===== config.mk =====
export PLATFORM = sky130hd
export DESIGN_NAME = serial_port_handshake_ctrl
export DESIGN_NICKNAME = d
export VERILOG_FILES = /design/src/design/sync_two_stage.v /design/src/design/serial_port_handshake_ctrl.v
export VERILOG_INCLUDE_DIRS = /design/src /design/src/design
export SDC_FILE = /design/constraint.sdc
export NUM_CORES = 1
export LEC_CHECK = 0
export CAP_MARGIN = 5
export CORE_ASPECT_RATIO = 0.7
export CORE_MARGIN = 5
export CORE_UTILIZATION = 67
export CTS_CLUSTER_DIAMETER = 50
export CTS_CLUSTER_SIZE = 12
export DETAILED_ROUTE_END_ITERATION = 16
export DONT_BUFFER_PORTS = 1
export HOLD_SLACK_MARGIN = 0.02
export PLACE_DENSITY = 0.83
export SLEW_MARGIN = 20
export SYNTH_ARGS = -nofsm -noshare
export SYNTH_HDL_FRONTEND = slang
export SYNTH_HIERARCHICAL = 1
export SYNTH_SLANG_ARGS = --single-unit

===== constraint.sdc =====
create_clock -name mclk -period 8 [get_ports mclk]
set_input_delay 1.2 -clock mclk [delete_from_list [all_inputs] [get_ports mclk]]
set_output_delay 1.2 -clock mclk [all_outputs]
set_load 0.03 [all_outputs]

===== src/design/serial_port_handshake_ctrl_consts.vh =====
// constants for the four-port serial handshake and driver control block
// assumes a 250 MHz logic clock and register numbers used as word addresses
`ifndef SERIAL_PORT_HANDSHAKE_CTRL_CONSTS_VH
`define SERIAL_PORT_HANDSHAKE_CTRL_CONSTS_VH

// ==========================================================================
// register numbers (word addresses on the register port)
`define REG_P1_CHANNEL_DELAY_STAT 16'h0818
`define REG_P2_CHANNEL_DELAY_STAT 16'h0838
`define REG_P3_CHANNEL_DELAY_STAT 16'h0858
`define REG_P4_CHANNEL_DELAY_STAT 16'h0878
`define REG_P1_REMOTE_CTS_DELAY 16'h1F6A
`define REG_P2_REMOTE_CTS_DELAY 16'h1F8A
`define REG_P3_REMOTE_CTS_DELAY 16'h1FAA
`define REG_P4_REMOTE_CTS_DELAY 16'h1FCA
`define REG_P1_CTS_DELAY_OR_PAD 16'h1F80
`define REG_P2_CTS_DELAY_OR_PAD 16'h1FA0
`define REG_P3_CTS_DELAY_OR_PAD 16'h1FC0
`define REG_P4_CTS_DELAY_OR_PAD 16'h1FE0

// ==========================================================================
// reset values
`define RST_CFG_WORD 16'h0000
`define RST_STAT_WORD 16'h0000
`define RST_PAD_COUNT 16'h000A

// ==========================================================================
// port modes (4-bit code per port)
`define MODE_NATIVE_PLC_PROTOCOL 4'h0
`define MODE_NETWORK_BRIDGE 4'h1
`define MODE_POWER_METER 4'h2
`define MODE_THIRD_PARTY_PLC 4'h3
`define MODE_GATEWAY 4'h4
`define MODE_TRANSPARENT 4'h5
`define MODE_MULTIDROP 4'h6
`define MODE_PERIPHERAL 4'h7
`define MODE_SHARE 4'h8
`define MODE_SLAVE_REGISTER 4'h9
`define MODE_REMOTE_NETWORK 4'hA

// ==========================================================================
// driver modes (2-bit code per port)
`define DRIVE_POINT_LINK 2'h0
`define DRIVE_FOUR_WIRE 2'h1
`define DRIVE_HALF_DUPLEX 2'h2
`define DRIVE_TWO_WIRE 2'h3

// ==========================================================================
// timing and limits
`define PAD_COUNT_MIN 16'h000A
`define CTS_DELAY_UNIT_MILLISEC 10
`define MCLK_KHZ 250000
`define CTS_UNIT_CYCLES (`CTS_DELAY_UNIT_MILLISEC * `MCLK_KHZ)

`endif


===== src/design/sync_two_stage.v =====
// two flip-flop synchroniser for a group of independent level inputs
// assumes each bit is a slow level; no bit relation across the group is kept
`timescale 1ns/1ns
module sync_two_stage
#(
   parameter WIDTH = 4
)
(
   input wire mclk,
   input wire rst_b,
   input wire [WIDTH-1:0] async_in,
   output wire [WIDTH-1:0] sync_out
);

   reg [WIDTH-1:0] meta_r;
   reg [WIDTH-1:0] sync_r;

   // first stage feeds only the second stage
   always @(posedge mclk or negedge rst_b)
   begin
      if (!rst_b)
      begin
         meta_r <= {WIDTH{1'b0}};
         sync_r <= {WIDTH{1'b0}};
      end
      else
      begin
         meta_r <= async_in;
         sync_r <= meta_r;
      end
   end

   assign sync_out = sync_r;

endmodule


===== src/design/serial_port_handshake_ctrl.v =====
// four-port serial handshake, clear-to-send gating and line driver control
// assumes an external shifter per port that starts a character only on
// tx_start and reports tx_busy while a character is shifting out; cts_active
// is the resolved clear-to-send pin level, already high when the pair is open
//
// Contract
// RULE1: active or open clear-to-send lets a port send queued data in any mode. Here modes 6 to 10 also wait for the RULE4 delay.
// RULE2: inactive clear-to-send holds pending characters until it returns active.
// RULE3: attached equipment must not hold clear-to-send restraint forever.
// RULE4: delay-capable modes wait programmable 10 millisecond units after clear-to-send rises.
// RULE5: remote network mode takes its delay from the remote delay registers.
// RULE6: other delay-capable modes take delay from the shared delay or pad registers.
// RULE7: four and two wire drives tri-state the driver while clear-to-send inactive.
// RULE8: all other drive modes keep the transmit driver always enabled.
// RULE9: installer should loop request-to-send back to clear-to-send for those drives.
// RULE10: flow-control modes keep request-to-send active unless receive buffers congest.
// RULE11: push-to-talk modes raise request-to-send only while data remains to send.
// RULE12: a modem keys up on request-to-send and answers through clear-to-send.
// RULE13: pad-count modes use programmed pad count, with ten as floor and default.
// RULE14: pad count shares the per-port registers with the clear-to-send delay.
// RULE15: each port counts bytes sent between trailing checksum and acknowledgement.
// RULE16: software should set pad count ten percent above the measured statistic.
// RULE17: half duplex keeps driver on but disables receiver while transmitting.
// RULE18: two wire drive also disables the receiver while transmitting.
// RULE19: point link drive keeps driver and receiver enabled at all times.
// RULE20: clear-to-send passes a two-stage synchroniser before any use.
// RULE21: a character in flight finishes; no new one starts while restrained.
`timescale 1ns/1ns
`include "serial_port_handshake_ctrl_consts.vh"
module serial_port_handshake_ctrl
#(
   parameter PORTS = 4,
   parameter CTS_UNIT_CYCLES = `CTS_UNIT_CYCLES
)
(
   input wire mclk,
   input wire rst_b,
   input wire reg_wr,
   input wire reg_rd,
   input wire [15:0] reg_addr,
   input wire [15:0] reg_wdata,
   output wire [15:0] reg_rdata,
   output wire reg_ack,
   input wire [15:0] port_mode,
   input wire [7:0] drive_mode,
   input wire [3:0] cts_active,
   input wire [3:0] tx_pending,
   input wire [3:0] tx_start_req,
   input wire [3:0] tx_busy,
   input wire [3:0] rx_congested,
   input wire [3:0] checksum_sent,
   input wire [3:0] byte_sent,
   input wire [3:0] ack_seen,
   output wire [3:0] tx_start,
   output wire [3:0] rts_active,
   output wire [3:0] drv_en,
   output wire [3:0] rcv_en,
   output wire [63:0] pad_count
);

   // =======================================================================
   // configuration storage
   reg [15:0] remote_delay_r [0:3];
   reg [15:0] delay_pad_r [0:3];
   reg [15:0] reg_rdata_r;
   reg reg_ack_r;
   reg [15:0] rdata_nxt;
   wire [63:0] stat_flat;
   wire [3:0] cts_sync;
   integer k;

   // RULE20: synchronise clear-to-send
   sync_two_stage #(.WIDTH(4)) cts_sync_u
   (
      .mclk(mclk),
      .rst_b(rst_b),
      .async_in(cts_active),
      .sync_out(cts_sync)
   );

   // =======================================================================
   // register port: writes to statistic or unmapped numbers are dropped
   // RULE5: remote delay registers
   // RULE14: shared delay or pad registers
   always @(posedge mclk or negedge rst_b)
   begin
      if (!rst_b)
      begin
         for (k = 0; k < 4; k = k + 1)
         begin
            remote_delay_r[k] <= `RST_CFG_WORD;
            delay_pad_r[k] <= `RST_CFG_WORD;
         end
      end
      else if (reg_wr)
      begin
         case (reg_addr)
            `REG_P1_REMOTE_CTS_DELAY:
               remote_delay_r[0] <= reg_wdata;
            `REG_P2_REMOTE_CTS_DELAY:
               remote_delay_r[1] <= reg_wdata;
            `REG_P3_REMOTE_CTS_DELAY:
               remote_delay_r[2] <= reg_wdata;
            `REG_P4_REMOTE_CTS_DELAY:
               remote_delay_r[3] <= reg_wdata;
            `REG_P1_CTS_DELAY_OR_PAD:
               delay_pad_r[0] <= reg_wdata;
            `REG_P2_CTS_DELAY_OR_PAD:
               delay_pad_r[1] <= reg_wdata;
            `REG_P3_CTS_DELAY_OR_PAD:
               delay_pad_r[2] <= reg_wdata;
            `REG_P4_CTS_DELAY_OR_PAD:
               delay_pad_r[3] <= reg_wdata;
            default:
               ;
         endcase
      end
   end

   // read mux; unmapped numbers read as zero
   always @*
   begin
      rdata_nxt = 16'h0000;
      case (reg_addr)
         `REG_P1_CHANNEL_DELAY_STAT:
            rdata_nxt = stat_flat[15:0];
         `REG_P2_CHANNEL_DELAY_STAT:
            rdata_nxt = stat_flat[31:16];
         `REG_P3_CHANNEL_DELAY_STAT:
            rdata_nxt = stat_flat[47:32];
         `REG_P4_CHANNEL_DELAY_STAT:
            rdata_nxt = stat_flat[63:48];
         `REG_P1_REMOTE_CTS_DELAY:
            rdata_nxt = remote_delay_r[0];
         `REG_P2_REMOTE_CTS_DELAY:
            rdata_nxt = remote_delay_r[1];
         `REG_P3_REMOTE_CTS_DELAY:
            rdata_nxt = remote_delay_r[2];
         `REG_P4_REMOTE_CTS_DELAY:
            rdata_nxt = remote_delay_r[3];
         `REG_P1_CTS_DELAY_OR_PAD:
            rdata_nxt = delay_pad_r[0];
         `REG_P2_CTS_DELAY_OR_PAD:
            rdata_nxt = delay_pad_r[1];
         `REG_P3_CTS_DELAY_OR_PAD:
            rdata_nxt = delay_pad_r[2];
         `REG_P4_CTS_DELAY_OR_PAD:
            rdata_nxt = delay_pad_r[3];
         default:
            rdata_nxt = 16'h0000;
      endcase
   end

   // one-cycle acknowledge for either access; data holds until next read
   always @(posedge mclk or negedge rst_b)
   begin
      if (!rst_b)
      begin
         reg_rdata_r <= 16'h0000;
         reg_ack_r <= 1'b0;
      end
      else
      begin
         reg_ack_r <= reg_wr | reg_rd;
         if (reg_rd)
            reg_rdata_r <= rdata_nxt;
      end
   end

   assign reg_rdata = reg_rdata_r;
   assign reg_ack = reg_ack_r;

   // =======================================================================
   // per-port handshake logic
   genvar i;
   generate
      for (i = 0; i < 4; i = i + 1)
      begin : port_g
         wire [3:0] mode;
         wire [1:0] drive;
         wire cts_ok;
         wire delay_mode;
         wire flow_mode;
         wire pad_mode;
         wire [15:0] delay_units;
         wire gate_ok;
         wire sending;
         reg cts_prev_r;
         reg armed_r;
         reg [15:0] units_r;
         reg [31:0] pre_r;
         reg tx_start_r;
         reg rts_r;
         reg drv_en_r;
         reg rcv_en_r;
         reg [15:0] pad_r;
         reg stat_run_r;
         reg [15:0] stat_cnt_r;
         reg [15:0] stat_r;

         assign mode = port_mode[4*i+3:4*i];
         assign drive = drive_mode[2*i+1:2*i];
         assign cts_ok = cts_sync[i];
         assign delay_mode = (mode >= `MODE_MULTIDROP) && (mode <= `MODE_REMOTE_NETWORK);
         assign flow_mode = (mode <= `MODE_TRANSPARENT);
         assign pad_mode = (mode <= `MODE_POWER_METER);
         // RULE5: remote network mode delay source
         // RULE6: other modes use shared register
         assign delay_units = (mode == `MODE_REMOTE_NETWORK) ? remote_delay_r[i]
                                                              : delay_pad_r[i];
         // RULE1: open or active clear-to-send
         // RULE2: inactive pin holds characters
         assign gate_ok = cts_ok & (~delay_mode | armed_r);
         assign sending = tx_busy[i] | tx_start_r;

         // RULE4: delay after clear-to-send rise
         // the prescaler restarts on each rise so a short drop re-arms in full
         always @(posedge mclk or negedge rst_b)
         begin
            if (!rst_b)
            begin
               cts_prev_r <= 1'b0;
               armed_r <= 1'b0;
               units_r <= 16'h0000;
               pre_r <= 32'h00000000;
            end
            else
            begin
               cts_prev_r <= cts_ok;
               if (!cts_ok)
               begin
                  armed_r <= 1'b0;
                  units_r <= 16'h0000;
               end
               else if (!cts_prev_r)
               begin
                  armed_r <= (delay_units == 16'h0000);
                  units_r <= delay_units;
                  pre_r <= CTS_UNIT_CYCLES - 1;
               end
               else if (units_r != 16'h0000)
               begin
                  if (pre_r == 32'h00000000)
                  begin
                     pre_r <= CTS_UNIT_CYCLES - 1;
                     units_r <= units_r - 16'h0001;
                     if (units_r == 16'h0001)
                        armed_r <= 1'b1;
                  end
                  else
                     pre_r <= pre_r - 32'h00000001;
               end
            end
         end

         // RULE21: start only between characters
         // a character already started is never cut; only new starts wait
         always @(posedge mclk or negedge rst_b)
         begin
            if (!rst_b)
               tx_start_r <= 1'b0;
            else
               tx_start_r <= tx_start_req[i] & gate_ok & ~tx_busy[i] & ~tx_start_r;
         end

         // request-to-send by mode group
         always @(posedge mclk or negedge rst_b)
         begin
            if (!rst_b)
               rts_r <= 1'b0;
            else if (flow_mode)
               // RULE10: flow control on congestion
               rts_r <= ~rx_congested[i];
            else
               // RULE11: push to talk while data
               rts_r <= tx_pending[i] | sending;
         end

         // driver and receiver enables
         always @(posedge mclk or negedge rst_b)
         begin
            if (!rst_b)
            begin
               drv_en_r <= 1'b1;
               rcv_en_r <= 1'b1;
            end
            else
            begin
               case (drive)
                  `DRIVE_FOUR_WIRE:
                  begin
                     // RULE7: tri-state on inactive pin
                     drv_en_r <= cts_ok;
                     rcv_en_r <= 1'b1;
                  end
                  `DRIVE_HALF_DUPLEX:
                  begin
                     // RULE17: receiver off while sending
                     drv_en_r <= 1'b1;
                     rcv_en_r <= ~sending;
                  end
                  `DRIVE_TWO_WIRE:
                  begin
                     // RULE7: tri-state on inactive pin
                     // RULE18: receiver off while sending
                     drv_en_r <= cts_ok;
                     rcv_en_r <= ~sending;
                  end
                  default:
                  begin
                     // RULE8: driver always on
                     // RULE19: full duplex both enabled
                     drv_en_r <= 1'b1;
                     rcv_en_r <= 1'b1;
                  end
               endcase
            end
         end

         // RULE13: pad count with floor of ten
         // outside pad modes the register means a delay, so the floor holds
         always @(posedge mclk or negedge rst_b)
         begin
            if (!rst_b)
               pad_r <= `RST_PAD_COUNT;
            else if (pad_mode && (delay_pad_r[i] > `PAD_COUNT_MIN))
               pad_r <= delay_pad_r[i];
            else
               pad_r <= `PAD_COUNT_MIN;
         end

         // RULE15: bytes between checksum and ack
         // counter saturates instead of wrapping on a lost acknowledgement
         always @(posedge mclk or negedge rst_b)
         begin
            if (!rst_b)
            begin
               stat_run_r <= 1'b0;
               stat_cnt_r <= 16'h0000;
               stat_r <= `RST_STAT_WORD;
            end
            else if (checksum_sent[i])
            begin
               stat_run_r <= 1'b1;
               stat_cnt_r <= 16'h0000;
            end
            else if (stat_run_r)
            begin
               if (ack_seen[i])
               begin
                  stat_run_r <= 1'b0;
                  stat_r <= stat_cnt_r;
               end
               else if (byte_sent[i] && (stat_cnt_r != 16'hFFFF))
                  stat_cnt_r <= stat_cnt_r + 16'h0001;
            end
         end

         assign tx_start[i] = tx_start_r;
         assign rts_active[i] = rts_r;
         assign drv_en[i] = drv_en_r;
         assign rcv_en[i] = rcv_en_r;
         assign pad_count[16*i+15:16*i] = pad_r;
         assign stat_flat[16*i+15:16*i] = stat_r;
      end
   endgenerate

endmodule


==> results.yml <==
place:
  post_dp_cell_area_mm2: 0.0280
  dp_slack_ns: 3.84
  io_buffers: 0
  dp_hpwl_mm: 53.8
  place.gp.congestion: 0.970
drt:
  first_iter_violations: 2597
  postRouteWirelength_mm: 77.8
  drc_errors: 0
  post_drt_via_cell_ratio: 6.89
  postRouteAntennaNets: 0
  num_vias: 21400
  dr.pass1.iters: 6
  avgRoutedWirePerCell_um: 25.1
min_path:
  hold_path.class: "in2async"
pwr:
  intPower_uw: 4350
  sw_frac_of_total_pct: 23.0
  p_leak_uw: 0.0127
  power_density_mw_per_mm2: 190
  comb_power_share_pct: 4.2
  switchingPower_uw: 1300
  peakVddDrop_uv: 165
  clock_power_share_pct: 43.2
  p_seq_share_pct: 52.6
timing:
  setup_slack_ns: 4.27
  skew_ns: 0.0286
  finalCritPeriodShare_pct: 46.6
  layout_min_cycle_time_ns: 3.73
  hold_viol: 0
  worst_pin_slew_ns: 2.01
  slew_viol_final: 264
  setup_viol: 0
  slew_headroom_pct: -34.3
  rsz0062_at_grt: "false"
  final.setup.tns_ns: 0
  fmax_mhz: 268
logic_synthesis:
  synthCells: 2566
  yosysMostFrequentCell: "dfrtp_1"
  synth_top_area_share_pct: 49.6
  synth_commonest_cells: "dfrtp_1 (549), nor2_1 (222), mux2_2 (218), nand2_1 (167), xor2_1 (98)"
  synth-edff-count: 0
  yosysSeqAreaShare_pct: 51.1
  ys.flop_type: "dfrtp_1"
  synthArstFlopShare_pct: 100
  synth_top_cell_by_area: "dfrtp_1"
  yosysWarnings: 6
  syn-num-nets: 2678
  synth_seq_cells: 565
  yosys-top-cells-area: "dfrtp_1 (50%), mux2_2 (8.9%), xor2_1 (3.1%)"
  avgSynthCellArea_um2: 10.8
  netlist_area_mm2: 0.0277
  yosysUniqueCellTypes: 85
outcome:
  status: "finished, violations left"
  violations: "max-slew violations"
clocking:
  cts_buffers: 54
  clk_latency_ns: 0.60
  clk_pin_slew_worst_paths_ns: 0.06
  cts_buffer_depth: 3
  cts_sinks: 565
  cts.repair.resized: 0
  post-cts-setup-buffer-count: 0
  cts_max_level: 2
  cts_root_buf: "clkbuf_16"
  cts_tree: "built"
  cts_hold_buf: 0
setup_path:
  worstSetupEndpointType: "flip-flop"
  rr_worst_depth: 6
  cp_data_required_time_ns: 8.49
  cp_max_fo: 15
  start_kind: "input pin"
  cp.arrival_ns: 4.22
  path_class: "in2reg"
run:
  maxCapViolations: 0
cells_and_area:
  fin_nets: 2627
  diodes: 0
  final_area_mm2: 0.0297
  fillerInstances: 2804
  drive_gt1_share_pct: 14.9
  area_delta_synth_final_pct: 7.16
floorplan:
  rows: 62
  start_util_pct: 67.7
  core_area_mm2: 0.0410
  die_w_um: 253
  dieArea_mm2: 0.0456
  io_pins: 189
  fp.dieH_um: 180
grt:
  grt-ovfl-total: 0
  grt_pass1_wl_mm: 122
  grt_start_max_net_pins: 566
  grt_usage_pct: 33.6
  antenna_found_initial: 5
  grt_pass1_vias: 20900
-- cells by family (layout without fill, tap and decap cells) --
family,count (synthesis),in the layout,share of synthesized area [%]
AOI/OAI and AO/OA,372,372,8.85
xor gates and xnor gates,191,191,6.04
adders and majority gates,20,20,0.903
buffers and inverters,171,165,2.63
DFF,565,565,51.1
muxes,265,265,11.3
and+or+nand+nor,982,982,19.2
-- cell usage in the layout, fill, tap and decap left out, drive strengths merged, types with 63 or more instances in the layout --
cell type	synthesis	routed
dfrtp	549	549
nor2	226	226
mux2	218	218
nand2	168	168
nor4	100	100
clkbuf	88	99
xor2	98	98
xnor2	93	93
nor3	85	85
a21oi	84	84
o21ai	81	81
nand3	77	77
and2	63	63
-- critical path, cell delays in order --
cell	delay [ns]
nor4b_1	0.89
nand3_1	0.42
nor2_1	0.99
a222oi_1	0.28
and3_1	0.25
a211oi_1	0.19
-- power groups by stage --
stage	logic [µW]	clock network [µW]	registers, µW
after floorplan	212	0	2990
after global placement	217	0	3020
after detailed placement	227	0	3030
after CTS	230	2470	2980
after global routing	261	2580	2980
final	237	2440	2980
-- metrics by stage --
stage	utilization, %	hold slack [ns]	total power, µW	instances
3_5_place_dp	68.4	0.335	3250	3001
6_report	72.5	0.309	5660	3104
4_1_cts	72.4	0.293	5670	3102
2_1_floorplan	-	0.331	3200	2566
3_3_place_gp	68.4	0.332	3240	3001
5_1_grt	72.5	0.288	5830	3104
-- path summary, 6_finish.rpt --
path	slack, ns	startpoint	endpoint
worst min register to register	0.35	cts_sync_u/meta_r[1]$_DFF_PN0_	cts_sync_u/sync_out[1]$_DFF_PN0_
worst max register to register	4.56	port_g[0].pre_r[4]$_DFFE_PN0P_	port_g[0].units_r[3]$_DFFE_PN0P_
max in group asynchronous	6.07	rst_b	port_g[1].pre_r[27]$_DFFE_PN0P_
worst min-delay path	0.31	rst_b	port_g[0].pre_r[22]$_DFFE_PN0P_
worst max-delay path	4.27	reg_addr[13]	reg_rdata[14]$_DFFE_PN0P_
min in group mclk	0.35	cts_sync_u/meta_r[1]$_DFF_PN0_	cts_sync_u/sync_out[1]$_DFF_PN0_
-- cell type report --
class                   count  area [µm²]  share of cell area [%]
inverters                  48         180                   0.607
repair buffers             16         124                   0.417
well taps                 544         681                    2.29
multi-input cells        1830       12900                    43.5
flip-flops and latches    565       14200                    47.7
clock inverters             2        16.3                  0.0548
clock buffers              99        1620                    5.47
-- registers in the layout, indices dropped and copies added (netlist names), 4 cells and up --
register,cells
port_g.drv_en_r,4
port_g.cts_prev_r,4
port_g.stat_run_r,4
port_g.stat_r,64
cts_sync_u/sync_out,4
port_g.rts_r,4
remote_delay_r,64
port_g.stat_cnt_r,64
port_g.units_r,64
port_g.pre_r,128
port_g.armed_r,4
port_g.rcv_en_r,4
delay_pad_r,64
port_g.pad_r,64
reg_rdata,16
cts_sync_u/meta_r,4
port_g.tx_start_r,4
-- layer usage --
metal | routed length (µm) | vias to the layer above | global-route usage [%] | part of all wire [%]
met5 | 14 | - | 0 | 0.018
met4 | 2410 | 2 | 8.27 | 3.1
met3 | 8700 | 197 | 9.70 | 11
met2 | 34300 | 1134 | 49.9 | 44
met1 | 32400 | 10800 | 49.6 | 42
li1 | - | 9274 | - | -
No activity file was read; power rests on OpenSTA's default activity.
